$ cat config.mk
export PLATFORM = sky130hd
export DESIGN_NAME = spc_pin_rate
export DESIGN_NICKNAME = d
export VERILOG_FILES = /design/src/spc_pkg.sv /design/src/spc_divider.sv /design/src/spc_pin_rate.sv
export SDC_FILE = /design/constraint.sdc
export NUM_CORES = 1
export LEC_CHECK = 0
export ABC_AREA = 1
export BUFFER_PORTS_ARGS = -buffer_cell sky130_fd_sc_hd__buf_2
export CAP_MARGIN = 20
export CORE_MARGIN = 2
export CORE_UTILIZATION = 30
export DETAILED_ROUTE_END_ITERATION = 6
export PLACE_DENSITY = 0.54
export SYNTH_ARGS = -nofsm -noshare
export SYNTH_HDL_FRONTEND = slang
export SYNTH_SLANG_ARGS = --single-unit
$ cat constraint.sdc
create_clock -name clk -period 5.5 [get_ports clk]
set_input_delay 0.275 -clock clk [delete_from_list [all_inputs] [get_ports clk]]
set_output_delay 0.275 -clock clk [all_outputs]
set_load 0.1 [all_outputs]
$ cat src/spc_pkg.sv
// Register map, field positions and reset values of the SPI pin and rate block
package spc_pkg;
  // Avalon byte address width
  localparam int ADDR_W = 5;
  // Register byte offsets
  localparam logic [ADDR_W-1:0] OFS_OPTION = 5'h00;
  localparam logic [ADDR_W-1:0] OFS_RATE = 5'h04;
  localparam logic [ADDR_W-1:0] OFS_CTRL = 5'h08;
  localparam logic [ADDR_W-1:0] OFS_STATUS = 5'h0C;
  // Option control fields
  localparam int OPT_MODE_FAULT_FLAG_EN_BIT = 4;
  localparam int OPT_BIDIR_OE_BIT = 3;
  localparam int OPT_STOP_WAIT_BIT = 1;
  localparam int OPT_SINGLE_WIRE_BIT = 0;
  // Bit rate select fields, each three bits wide
  localparam int FIELD_W = 3;
  localparam int RATE_PRE_LSB = 4;
  localparam int RATE_DIV_LSB = 0;
  // Control register fields
  localparam int CTRL_ENABLE_BIT = 0;
  localparam int CTRL_MASTER_BIT = 1;
  localparam int CTRL_SLAVE_SELECT_OUTPUT_ENABLE_BIT = 2;
  // Status register fields
  localparam int STAT_MODE_FAULT_FLAG_BIT = 0;
  // Reset values
  localparam logic [7:0] OPT_RESET = 8'h00;
  localparam logic [7:0] RATE_RESET = 8'h00;
  localparam logic [7:0] CTRL_RESET = 8'h00;
  // Divider counter widths: prescaler 1..8, rate divider 2..256
  localparam int PRE_CNT_W = 3;
  localparam int DIV_CNT_W = 8;
  // Width of the period check counter, holds 8 * 256
  localparam int GAP_W = 16;
endpackage
$ cat src/spc_divider.sv
// One divider stage: emits a one-cycle pulse every limit+1 input pulses
module spc_divider #(
  parameter int CNT_W = 3
) (
  input wire logic clk,
  input wire logic rst,
  input wire logic run,
  input wire logic freeze,
  input wire logic tickIn,
  input wire logic [CNT_W-1:0] limit,
  output logic tickOut
);
  import spc_pkg::*;

  // Whole state of the stage
  typedef struct packed {
    logic [CNT_W-1:0] cnt; // Input pulses seen in this period
    logic tick;            // Registered output pulse
  } spc_div_state_type;

  spc_div_state_type st;
  spc_div_state_type next_st;

  // Next state: clear when stopped, hold when frozen, count otherwise
  always_comb begin
    next_st = st;
    next_st.tick = 1'b0;
    if (!run) begin
      next_st.cnt = '0;
    end else if (!freeze && tickIn) begin
      // Greater-or-equal so a smaller new limit cannot strand the count
      if (st.cnt >= limit) begin
        next_st.cnt = '0;
        next_st.tick = 1'b1;
      end else begin
        next_st.cnt = st.cnt + 1'b1;
      end
    end
  end

  // State register
  always_ff @(posedge clk or posedge rst) begin
    if (rst) begin
      st <= '0;
    end else begin
      st <= next_st;
    end
  end

  assign tickOut = st.tick;
endmodule

$ cat src/spc_pin_rate.sv
// SPI pin control, mode fault and bit rate generator with Avalon-MM registers
// What this block does
// - Option bits 7,6,5,2 read as zero
// - Slave: fault enable ignored, select is input
// - Master without fault enable releases select pin
// - Master with fault enable uses select pin
// - Single-wire output enable gates the data driver
// - Separate pins: output enable bit ignored
// - Single-wire: master uses MOSI, slave MISO
// - Pin-control bit picks separate or single-wire
// - Stop-in-wait bit halts clocks during wait
// - Bit rate register accessible at any time
// - Prescaler divides by field plus one
// - Rate divider divides by two^(field+1)
// - Prescaler feeds divider, output is bit clock
// - Select output enable: fault input or output
// - Fault flag sets only on select falling
//
// The register offsets and the Avalon-MM slave port were left to the implementer.
module spc_pin_rate (
  input wire logic clk,
  input wire logic rst,
  // Avalon-MM slave
  input wire logic [spc_pkg::ADDR_W-1:0] address,
  input wire logic read,
  input wire logic write,
  input wire logic [31:0] writedata,
  input wire logic [3:0] byteenable,
  output logic [31:0] readdata,
  output logic waitrequest,
  // Processor wait mode indication
  input wire logic waitMode,
  // Shifter side
  input wire logic txBit,
  input wire logic shifterSsOut,
  output logic rxBit,
  output logic bitRateTick,
  output logic spiClockEnable,
  output logic spiEnable,
  output logic masterSelect,
  output logic modeFault,
  output logic ssPinOwned,
  // Slave select pin
  input wire logic ssIn,
  output logic ssOut,
  output logic ssOeN,
  // Master-out data pin
  input wire logic mosiIn,
  output logic mosiOut,
  output logic mosiOeN,
  // Master-in data pin
  input wire logic misoIn,
  output logic misoOut,
  output logic misoOeN
);
  import spc_pkg::*;

  // Whole state of the block
  typedef struct packed {
    logic mode_fault_enable;                // Mode fault enable
    logic bidir_output_enable;               // Single-wire output enable
    logic stopWait;              // Stop clocks in wait
    logic singleWire;            // Single-wire pin arrangement
    logic [FIELD_W-1:0] preField;  // Prescale field
    logic [FIELD_W-1:0] rateField; // Rate divide field
    logic ctlEnable;             // SPI enable
    logic ctlMaster;             // Master select
    logic ctlSsoe;               // Slave select output enable
    logic modeFault;             // Sticky mode fault flag
    logic modfArmed;             // Flag seen set by a status read
    logic ack;                   // Second cycle of a bus access
    logic [7:0] rdData;          // Captured read data
    logic ssPrev;                // Select pin one cycle ago
  } spc_state_type;

  localparam spc_state_type STATE_RESET = '{
    mode_fault_enable: OPT_RESET[OPT_MODE_FAULT_FLAG_EN_BIT],
    bidir_output_enable: OPT_RESET[OPT_BIDIR_OE_BIT],
    stopWait: OPT_RESET[OPT_STOP_WAIT_BIT],
    singleWire: OPT_RESET[OPT_SINGLE_WIRE_BIT],
    preField: RATE_RESET[RATE_PRE_LSB +: FIELD_W],
    rateField: RATE_RESET[RATE_DIV_LSB +: FIELD_W],
    ctlEnable: CTRL_RESET[CTRL_ENABLE_BIT],
    ctlMaster: CTRL_RESET[CTRL_MASTER_BIT],
    ctlSsoe: CTRL_RESET[CTRL_SLAVE_SELECT_OUTPUT_ENABLE_BIT],
    modeFault: 1'b0,
    modfArmed: 1'b0,
    ack: 1'b0,
    rdData: 8'h00,
    ssPrev: 1'b1
  };

  spc_state_type st;
  spc_state_type next_st;

  logic busReq;          // Any request present
  logic takeWrite;       // Write takes effect at this edge
  logic takeRead;        // Read completes at this edge
  logic [7:0] readValue; // Register selected by address
  logic waitStop;        // Clocks halted by wait mode
  logic modfSet;         // Mode fault event this cycle
  logic modfClear;       // Clear sequence completes this cycle
  logic preTick;         // Prescaler output pulse
  logic [DIV_CNT_W-1:0] divLimit; // Rate divider terminal count
  logic faultInput;      // Select pin is the mode fault input
  logic autoSsOut;       // Select pin is the automatic output

  // Every access takes one wait cycle, so read data come from a register
  assign busReq = read | write;
  assign waitrequest = busReq & ~st.ack;
  assign takeWrite = write & st.ack & byteenable[0];
  assign takeRead = read & st.ack;
  assign readdata = {24'h000000, st.rdData};

  // Wait mode stops clocks only when asked to
  assign waitStop = st.stopWait & waitMode;
  assign spiClockEnable = st.ctlEnable & ~waitStop;

  // Select pin role, slaves ignore the fault enable bit
  assign faultInput = st.ctlMaster & st.mode_fault_enable & ~st.ctlSsoe;
  assign autoSsOut = st.ctlMaster & st.mode_fault_enable & st.ctlSsoe;

  // Falling select pin while it serves as the fault input
  assign modfSet = st.ctlEnable & faultInput & st.ssPrev & ~ssIn;

  // Read flag while set, then write control register
  assign modfClear = takeWrite & (address == OFS_CTRL) & st.modfArmed;

  // Register read multiplexer, unimplemented bits stay zero
  always_comb begin
    readValue = 8'h00;
    case (address)
      OFS_OPTION: begin
        readValue[OPT_MODE_FAULT_FLAG_EN_BIT] = st.mode_fault_enable;
        readValue[OPT_BIDIR_OE_BIT] = st.bidir_output_enable;
        readValue[OPT_STOP_WAIT_BIT] = st.stopWait;
        readValue[OPT_SINGLE_WIRE_BIT] = st.singleWire;
      end
      OFS_RATE: begin
        readValue[RATE_PRE_LSB +: FIELD_W] = st.preField;
        readValue[RATE_DIV_LSB +: FIELD_W] = st.rateField;
      end
      OFS_CTRL: begin
        readValue[CTRL_ENABLE_BIT] = st.ctlEnable;
        readValue[CTRL_MASTER_BIT] = st.ctlMaster;
        readValue[CTRL_SLAVE_SELECT_OUTPUT_ENABLE_BIT] = st.ctlSsoe;
      end
      OFS_STATUS: begin
        readValue[STAT_MODE_FAULT_FLAG_BIT] = st.modeFault;
      end
      default: begin
        // Unmapped: reads zero, writes ignored
        readValue = 8'h00;
      end
    endcase
  end

  // Next state of registers and flags
  always_comb begin
    next_st = st;
    next_st.ack = busReq & ~st.ack;
    next_st.ssPrev = ssIn;
    // Capture read data in the waiting cycle
    if (busReq && !st.ack) begin
      next_st.rdData = readValue;
    end
    // Register writes on the completing edge
    if (takeWrite) begin
      case (address)
        OFS_OPTION: begin
          next_st.mode_fault_enable = writedata[OPT_MODE_FAULT_FLAG_EN_BIT];
          next_st.bidir_output_enable = writedata[OPT_BIDIR_OE_BIT];
          next_st.stopWait = writedata[OPT_STOP_WAIT_BIT];
          next_st.singleWire = writedata[OPT_SINGLE_WIRE_BIT];
        end
        OFS_RATE: begin
          // Accepted even mid-transfer; divider picks it up at once
          next_st.preField = writedata[RATE_PRE_LSB +: FIELD_W];
          next_st.rateField = writedata[RATE_DIV_LSB +: FIELD_W];
        end
        OFS_CTRL: begin
          next_st.ctlEnable = writedata[CTRL_ENABLE_BIT];
          next_st.ctlMaster = writedata[CTRL_MASTER_BIT];
          next_st.ctlSsoe = writedata[CTRL_SLAVE_SELECT_OUTPUT_ENABLE_BIT];
        end
        default: begin
          next_st.ctlEnable = st.ctlEnable;
        end
      endcase
    end
    // Arm the clear when software reads the flag set
    if (takeRead && address == OFS_STATUS && st.modeFault) begin
      next_st.modfArmed = 1'b1;
    end else if (modfClear) begin
      next_st.modfArmed = 1'b0;
    end
    // A new fault wins over a clear in the same cycle
    next_st.modeFault = modfSet | (st.modeFault & ~modfClear);
  end

  // State register
  always_ff @(posedge clk or posedge rst) begin
    if (rst) begin
      st <= STATE_RESET;
    end else begin
      st <= next_st;
    end
  end

  // Rate divider counts to 2^(field+1) - 1
  assign divLimit = DIV_CNT_W'((9'h002 << st.rateField) - 9'h001);

  // Prescaler on the bus clock
  spc_divider #(.CNT_W(PRE_CNT_W)) uPrescale (
    .clk(clk),
    .rst(rst),
    .run(st.ctlEnable),
    .freeze(waitStop),
    .tickIn(1'b1),
    .limit(st.preField),
    .tickOut(preTick)
  );

  // Rate divider fed by the prescaler
  spc_divider #(.CNT_W(DIV_CNT_W)) uRateDiv (
    .clk(clk),
    .rst(rst),
    .run(st.ctlEnable),
    .freeze(waitStop),
    .tickIn(preTick),
    .limit(divLimit),
    .tickOut(bitRateTick)
  );

  // Status outputs straight from registers
  assign spiEnable = st.ctlEnable;
  assign masterSelect = st.ctlMaster;
  assign modeFault = st.modeFault;

  // Select pin: slave input, fault input, auto output or released
  always_comb begin
    ssOut = shifterSsOut;
    ssOeN = 1'b1;
    ssPinOwned = 1'b0;
    if (st.ctlEnable) begin
      if (!st.ctlMaster) begin
        ssPinOwned = 1'b1;
      end else if (st.mode_fault_enable) begin
        ssPinOwned = 1'b1;
        ssOeN = ~autoSsOut;
      end
    end
  end

  // Data pins; the drive follows the shifter bit with no added latency
  always_comb begin
    mosiOut = txBit;
    misoOut = txBit;
    mosiOeN = 1'b1;
    misoOeN = 1'b1;
    rxBit = 1'b0;
    if (st.ctlEnable) begin
      if (st.singleWire) begin
        if (st.ctlMaster) begin
          mosiOeN = ~st.bidir_output_enable;
          rxBit = mosiIn;
        end else begin
          misoOeN = ~st.bidir_output_enable;
          rxBit = misoIn;
        end
      end else if (st.ctlMaster) begin
        mosiOeN = 1'b0;
        rxBit = misoIn;
      end else begin
        // Slave drives only while selected, to share the line
        misoOeN = ssIn;
        rxBit = mosiIn;
      end
    end
  end

  // Helper for the bit period check
  logic [GAP_W-1:0] gapCnt;
  logic gapValid;
  logic [GAP_W-1:0] expectGap;
  assign expectGap = GAP_W'(({13'h0000, st.preField} + 16'h0001)
    << ({13'h0000, st.rateField} + 16'h0001)) - 16'h0001;
  always_ff @(posedge clk or posedge rst) begin
    if (rst) begin
      gapCnt <= '0;
      gapValid <= 1'b0;
    end else begin
      gapCnt <= bitRateTick ? '0 : gapCnt + 1'b1;
      if (!st.ctlEnable || waitStop || (takeWrite && address == OFS_RATE)) begin
        gapValid <= 1'b0;
      end else if (bitRateTick) begin
        gapValid <= 1'b1;
      end
    end
  end
endmodule

# == Yosys cells after proc, flatten, opt, wreduce, memory -nomap -nowiden ==
# Cells that the tools add are included.
# totals
output_inout_bits,46
word_cells,100
regBits,37
in_bits,51
# op_classes
bitwise_logic,24
reduce_logical,11
n_mux,36
order_cmp,2
n_addsub,3
shifts,1
n_eq_ne,5
# ops
operator,n
$mux 1,25
$mux 8,2
$and 1x1->1,15
$eq 5x4->1 const B,2
$mux 9,1
$add 8x1->8 const B,1
$ge 8x8->1,1
$shl 2x3->8 const A,1
$sub 8x1->8 const B,1
$not 1->1,7
$mux 3,2
$reduce_and 2->1,3
$eq 5x3->1 const B,1
$logic_not 5->1,1
$logic_and 1x1->1,4
$mux 4,1
$pmux 1 s2,2
$pmux 1 s4,1
$add 3x1->3 const B,1
$ge 3x3->1,1
$pmux 1 s3,1
$logic_not 1->1,2
$mux 2,1
$ne 2x1->1 const B,1
3 further kinds,4

# == Longest topological paths before layout ==
# depth
word_depth,7
depth_mapped,16
ltp_nobuf,16

# == Cells and area by module ==
# Synthesis repeated with hierarchy kept, for this count alone.
# unflattened
cells_unflattened,342
area_unflattened_um2,2595.0
# modules_own_cells
mod,instances,seq_area_each_um2,cells_per_inst,area_each_um2
spc_pin_rate,1,601.8,192,1545.2
spc_divider at uRateDiv,1,225.2,107,740.7
spc_divider at uPrescale,1,100.1,43,309.0

# == Least setup slack after synthesis ==
# Ideal clock, no wire load.
# synth_path
path_type,register to output
start,register st (netlist bit masterSelect)
end,output port rxBit
path_stages_with_launch,5
path_slack_ns,2.307
arrival_ns,2.918
t_required_ns,5.225
path_buffers,1
path_cell_list,dfrtp_1 buf_2 xnor2_1 o21ai_0 a21oi_1
# synth_between
elab_chain_cells,3
word_cells_on_any_way,4
cone_classes,mux (4)
# synth_rtl
element,line,rtl
"start, declared",spc_pin_rate.sv:93,spc_state_type st;
"start signal, assigned",spc_pin_rate.sv:206,st <= next_st;
$mux 1 (on tied branches),"spc_pin_rate.sv:271, spc_pin_rate.sv:264",
$mux 1 (*),spc_pin_rate.sv:263,if (st.singleWire) begin
$mux 1 (*),spc_pin_rate.sv:262,if (st.ctlEnable) begin
"end, declared",spc_pin_rate.sv:36,"output logic rxBit,"
# Every way passes the cells marked *; elsewhere a longest branch is shown, timed or not.

# == Final worst setup path ==
# layout_path
start,register st[15] in the netlist's numbering
end,register uRateDiv.st[5] in the netlist's numbering
# layout_between
elab_chain_cells,6
# layout_rtl
element,line,rtl
$shl 2x3->8,spc_pin_rate.sv:211,assign divLimit = DIV_CNT_W'((9'h002 << st.rateField) - 9'h001);
$sub 8x1->8,spc_pin_rate.sv:211,
$ge 8x8->1,spc_divider.sv:32,if (st.cnt >= limit) begin
$mux 8,spc_divider.sv:32,
$mux 9,spc_divider.sv:30,end else if (!freeze && tickIn) begin
$mux 8,spc_divider.sv:28,if (!run) begin
"end signal, assigned",spc_divider.sv:46,st <= next_st;
"end, declared",spc_divider.sv:21,spc_div_state_type st;
# No other way between the ends. The select of a mux whose other input is x is not followed.
# A chain may end at the register's enable or synchronous reset.

==> metrics.cfg <==
[status]
status = completed

[critical_path]
crit_required_ps = 5720
crit_type = reg -> reg
crit_path_max_fanout = 6
r2r.worst_path.cells = 13
rrSetupSlack_ps = 2900
cpPeakStageDelay_ps = 440
crit_top_cell = inv_1
worstSetupEndpointType = flip-flop
critical_path_arrival_ps = 2830
r2r-start = st[15]$_DFFE_PP0P_
crit_slowest_cell = dfrtp_1
crit_path_cell_trace = nor2_1, inv_1, nor2_1, inv_1, ha_1, nor4_1, a21oi_1, ha_1, nand2_1, inv_1, a21oi_1, nand3_2, o21bai_1
r2r_end = uRateDiv.st[5]$_DFFE_PP0P_
cp-start-kind = flip-flop

[detailed_routing]
ant_nets = 0
avgViaCountPerCell = 4.25
vias = 1917
drt-total-wl_um = 4800
drcViolationCount = 0
drt_iter0_drc = 114
first_pass_iters = 4
wire_per_inst_um = 10.6

[floorplan]
die_y_um = 94.5
core_um2 = 8090
pin_count = 97
die_area_um2 = 8930
fp.dieW_um = 94.5
fp-row-count = 33
start_util_pct = 30.3

[global_routing]
grt_usage_pct = 11.6
grt_overflow = 0
first_global_vias = 1727
grt_pass1_wl_um = 8160
grt_antenna_before_repair = 0
grt_max_degree = 38

[clock_tree]
insertion_delay_ps = 290
cts_setup_buffers = 0
cts_buffers = 5
htreeDepth = 2
clock-sinks = 37
clockBufferDepth = 2
root_buffer = clkbuf_8
cts_resized = 0
cts_tree = yes
cts_hold_buf = 0
clk_pin_slew_ps = 80

[sta]
fin_tns_setup_ps = 0
layout_worst_path_cycle_share_pct = 47.3
rsz0062_at_grt = false
hold_viol_final = 0
clock_skew_ps = 5.38
finalMaxSlewViolations = 0
fin_crit_ps = 2600
hold_slack_ps = 76.2
max_freq_mhz = 384
setup_viol = 0

[synth]
ys_warn_count = 0
ys_ff_latch = 37
syn-cell-area_um2 = 2460
ys_seq_area_share_pct = 37.7
netlist-cell-type-count = 34
syn_inst = 313
syn_area_per_cell_um2 = 7.85

[power_and_ir_drop]
swShare_pct = 40.9
combPwrFrac_pct = 28.9
p_leak_nw = 1.44
power_density_nw_per_um2 = 265
p_sw_mw = 0.292
seqPwrFrac_pct = 42.6
peakVddDrop_mv = 0.0765
p_int_mw = 0.421
pwr-share-clk_pct = 28.5

[finish]
nNetsFinal = 409
multi_input_area_um2 = 1180
fillerInstances = 872
diodes = 0
regArea_um2 = 927
syn_to_final_growth_pct = 9.48
final_cell_mix = 71 x nand2_1, 38 x inv_1, 38 x buf_2, 36 x dfrtp_1, 25 x conb_1
final_cell_count_no_fill = 451
drive_above_1_share_pct = 19.7
final_common_cell = nand2_1

[min_path]
hold_path_class = in -> async

[place]
io_buffers = 38
dp_cells = 443
dp_hpwl_um = 3800
place.gp.congestion = 0.840

[flow_run]
maxCapViolCount = 0

per-layer routing:
metal | global-route usage (%) | share of wire (%) | up-vias
met2 | 18.2 | 46 | 33
li1 | - | - | 1006
met3 | 2.39 | 3.0 | 6
met5 | 0 | 0 | -
met4 | 3.99 | 1.5 | 0
met1 | 15.9 | 49 | 872
sequential cells by signal, summed over array words and instances (netlist names):
signal,count
uPrescale.tickOut,1
st,14
spiEnable,1
uRateDiv.st,8
readdata,7
modeFault,1
masterSelect,1
uPrescale.st,3
uRateDiv.tickOut,1
synth_stat cells, drive strengths merged:
master	instances	area [um^2]
o31ai	2	15.0
inv	41	154
xor2	5	43.8
clkbuf	1	3.75
a21oi	9	45.0
nand4	7	43.8
ha	13	163
dfrtp	36	901
a21boi	1	7.51
nor4	1	6.26
o22ai	1	6.26
and3	1	6.26
nor3	1	5.00
buf	37	279
clkinv	1	3.75
nor2	24	113
nand3b	3	22.5
dfstp	1	26.3
nand3	21	120
o21ai	21	120
nand2	76	298
conb	1	3.75
o211ai	2	15.0
o21bai	5	37.5
xnor2	2	17.5
how the worst max path moves through the flow:
stage	depth (start not counted)	slack (ps)	to	startpoint
2_1_floorplan	4	2310	rxBit	masterSelect$_DFFE_PP0P_
3_5_place_dp	13	2860	uRateDiv.st[5]$_DFFE_PP0P_	st[15]$_DFFE_PP0P_
6_report	13	2900	uRateDiv.st[5]$_DFFE_PP0P_	st[15]$_DFFE_PP0P_
3_3_place_gp	13	2900	uRateDiv.st[5]$_DFFE_PP0P_	st[15]$_DFFE_PP0P_
5_1_grt	13	2500	uRateDiv.st[4]$_DFFE_PP0P_	st[15]$_DFFE_PP0P_
4_1_cts	13	2860	uRateDiv.st[5]$_DFFE_PP0P_	st[15]$_DFFE_PP0P_
cell families after synthesis:
kind of cell | synth area share (%)
AND/OR/NAND/NOR | 25.0
AO/OA/AOI/OAI | 10.0
other | 0.153
buffers and inverters | 17.9
flip-flops | 37.7
XOR/XNOR | 2.50
adder cells (fa/ha/maj) | 6.62
final cells by class:
| cell class | instances | area share [%] |
|---|---|---|
| multi-input cells | 220 | 43.8 |
| flip-flops and latches | 37 | 34.5 |
| repair buffers | 39 | 7.35 |
| inverters | 42 | 5.86 |
| well taps | 105 | 4.89 |
| clock buffers | 6 | 3.07 |
| clock inverters | 2 | 0.512 |
through the flow:
stage	utilization [%]	area, um^2	total power, mW	setup WS, ps
3_5_place_dp	32.0	2590	0.517	2860
4_1_cts	33.2	2690	0.722	2860
6_report	33.2	2690	0.714	2900
5_1_grt	33.2	2690	0.749	2500
2_1_floorplan	-	2550	0.509	2310
3_3_place_gp	32.0	2590	0.515	2900
power by group through the flow:
stage,clock (mW),sequential (mW),combinational [mW]
floorplan,0,0.314,0.196
global placement,0,0.309,0.206
detailed placement,0,0.309,0.208
CTS,0.210,0.304,0.208
global route,0.219,0.307,0.223
finish,0.203,0.304,0.207
worst max-delay path, delay by kind of cell (launching register included):
kind                     cells  cell delay (ps)
adder cells (fa/ha/maj)      2              490
flip-flops                   1              440
AO/OA/AOI/OAI                3              590
AND/OR/NAND/NOR              5              860
buffers and inverters        3              170
Note: power is estimated with default switching activity, not from simulation.
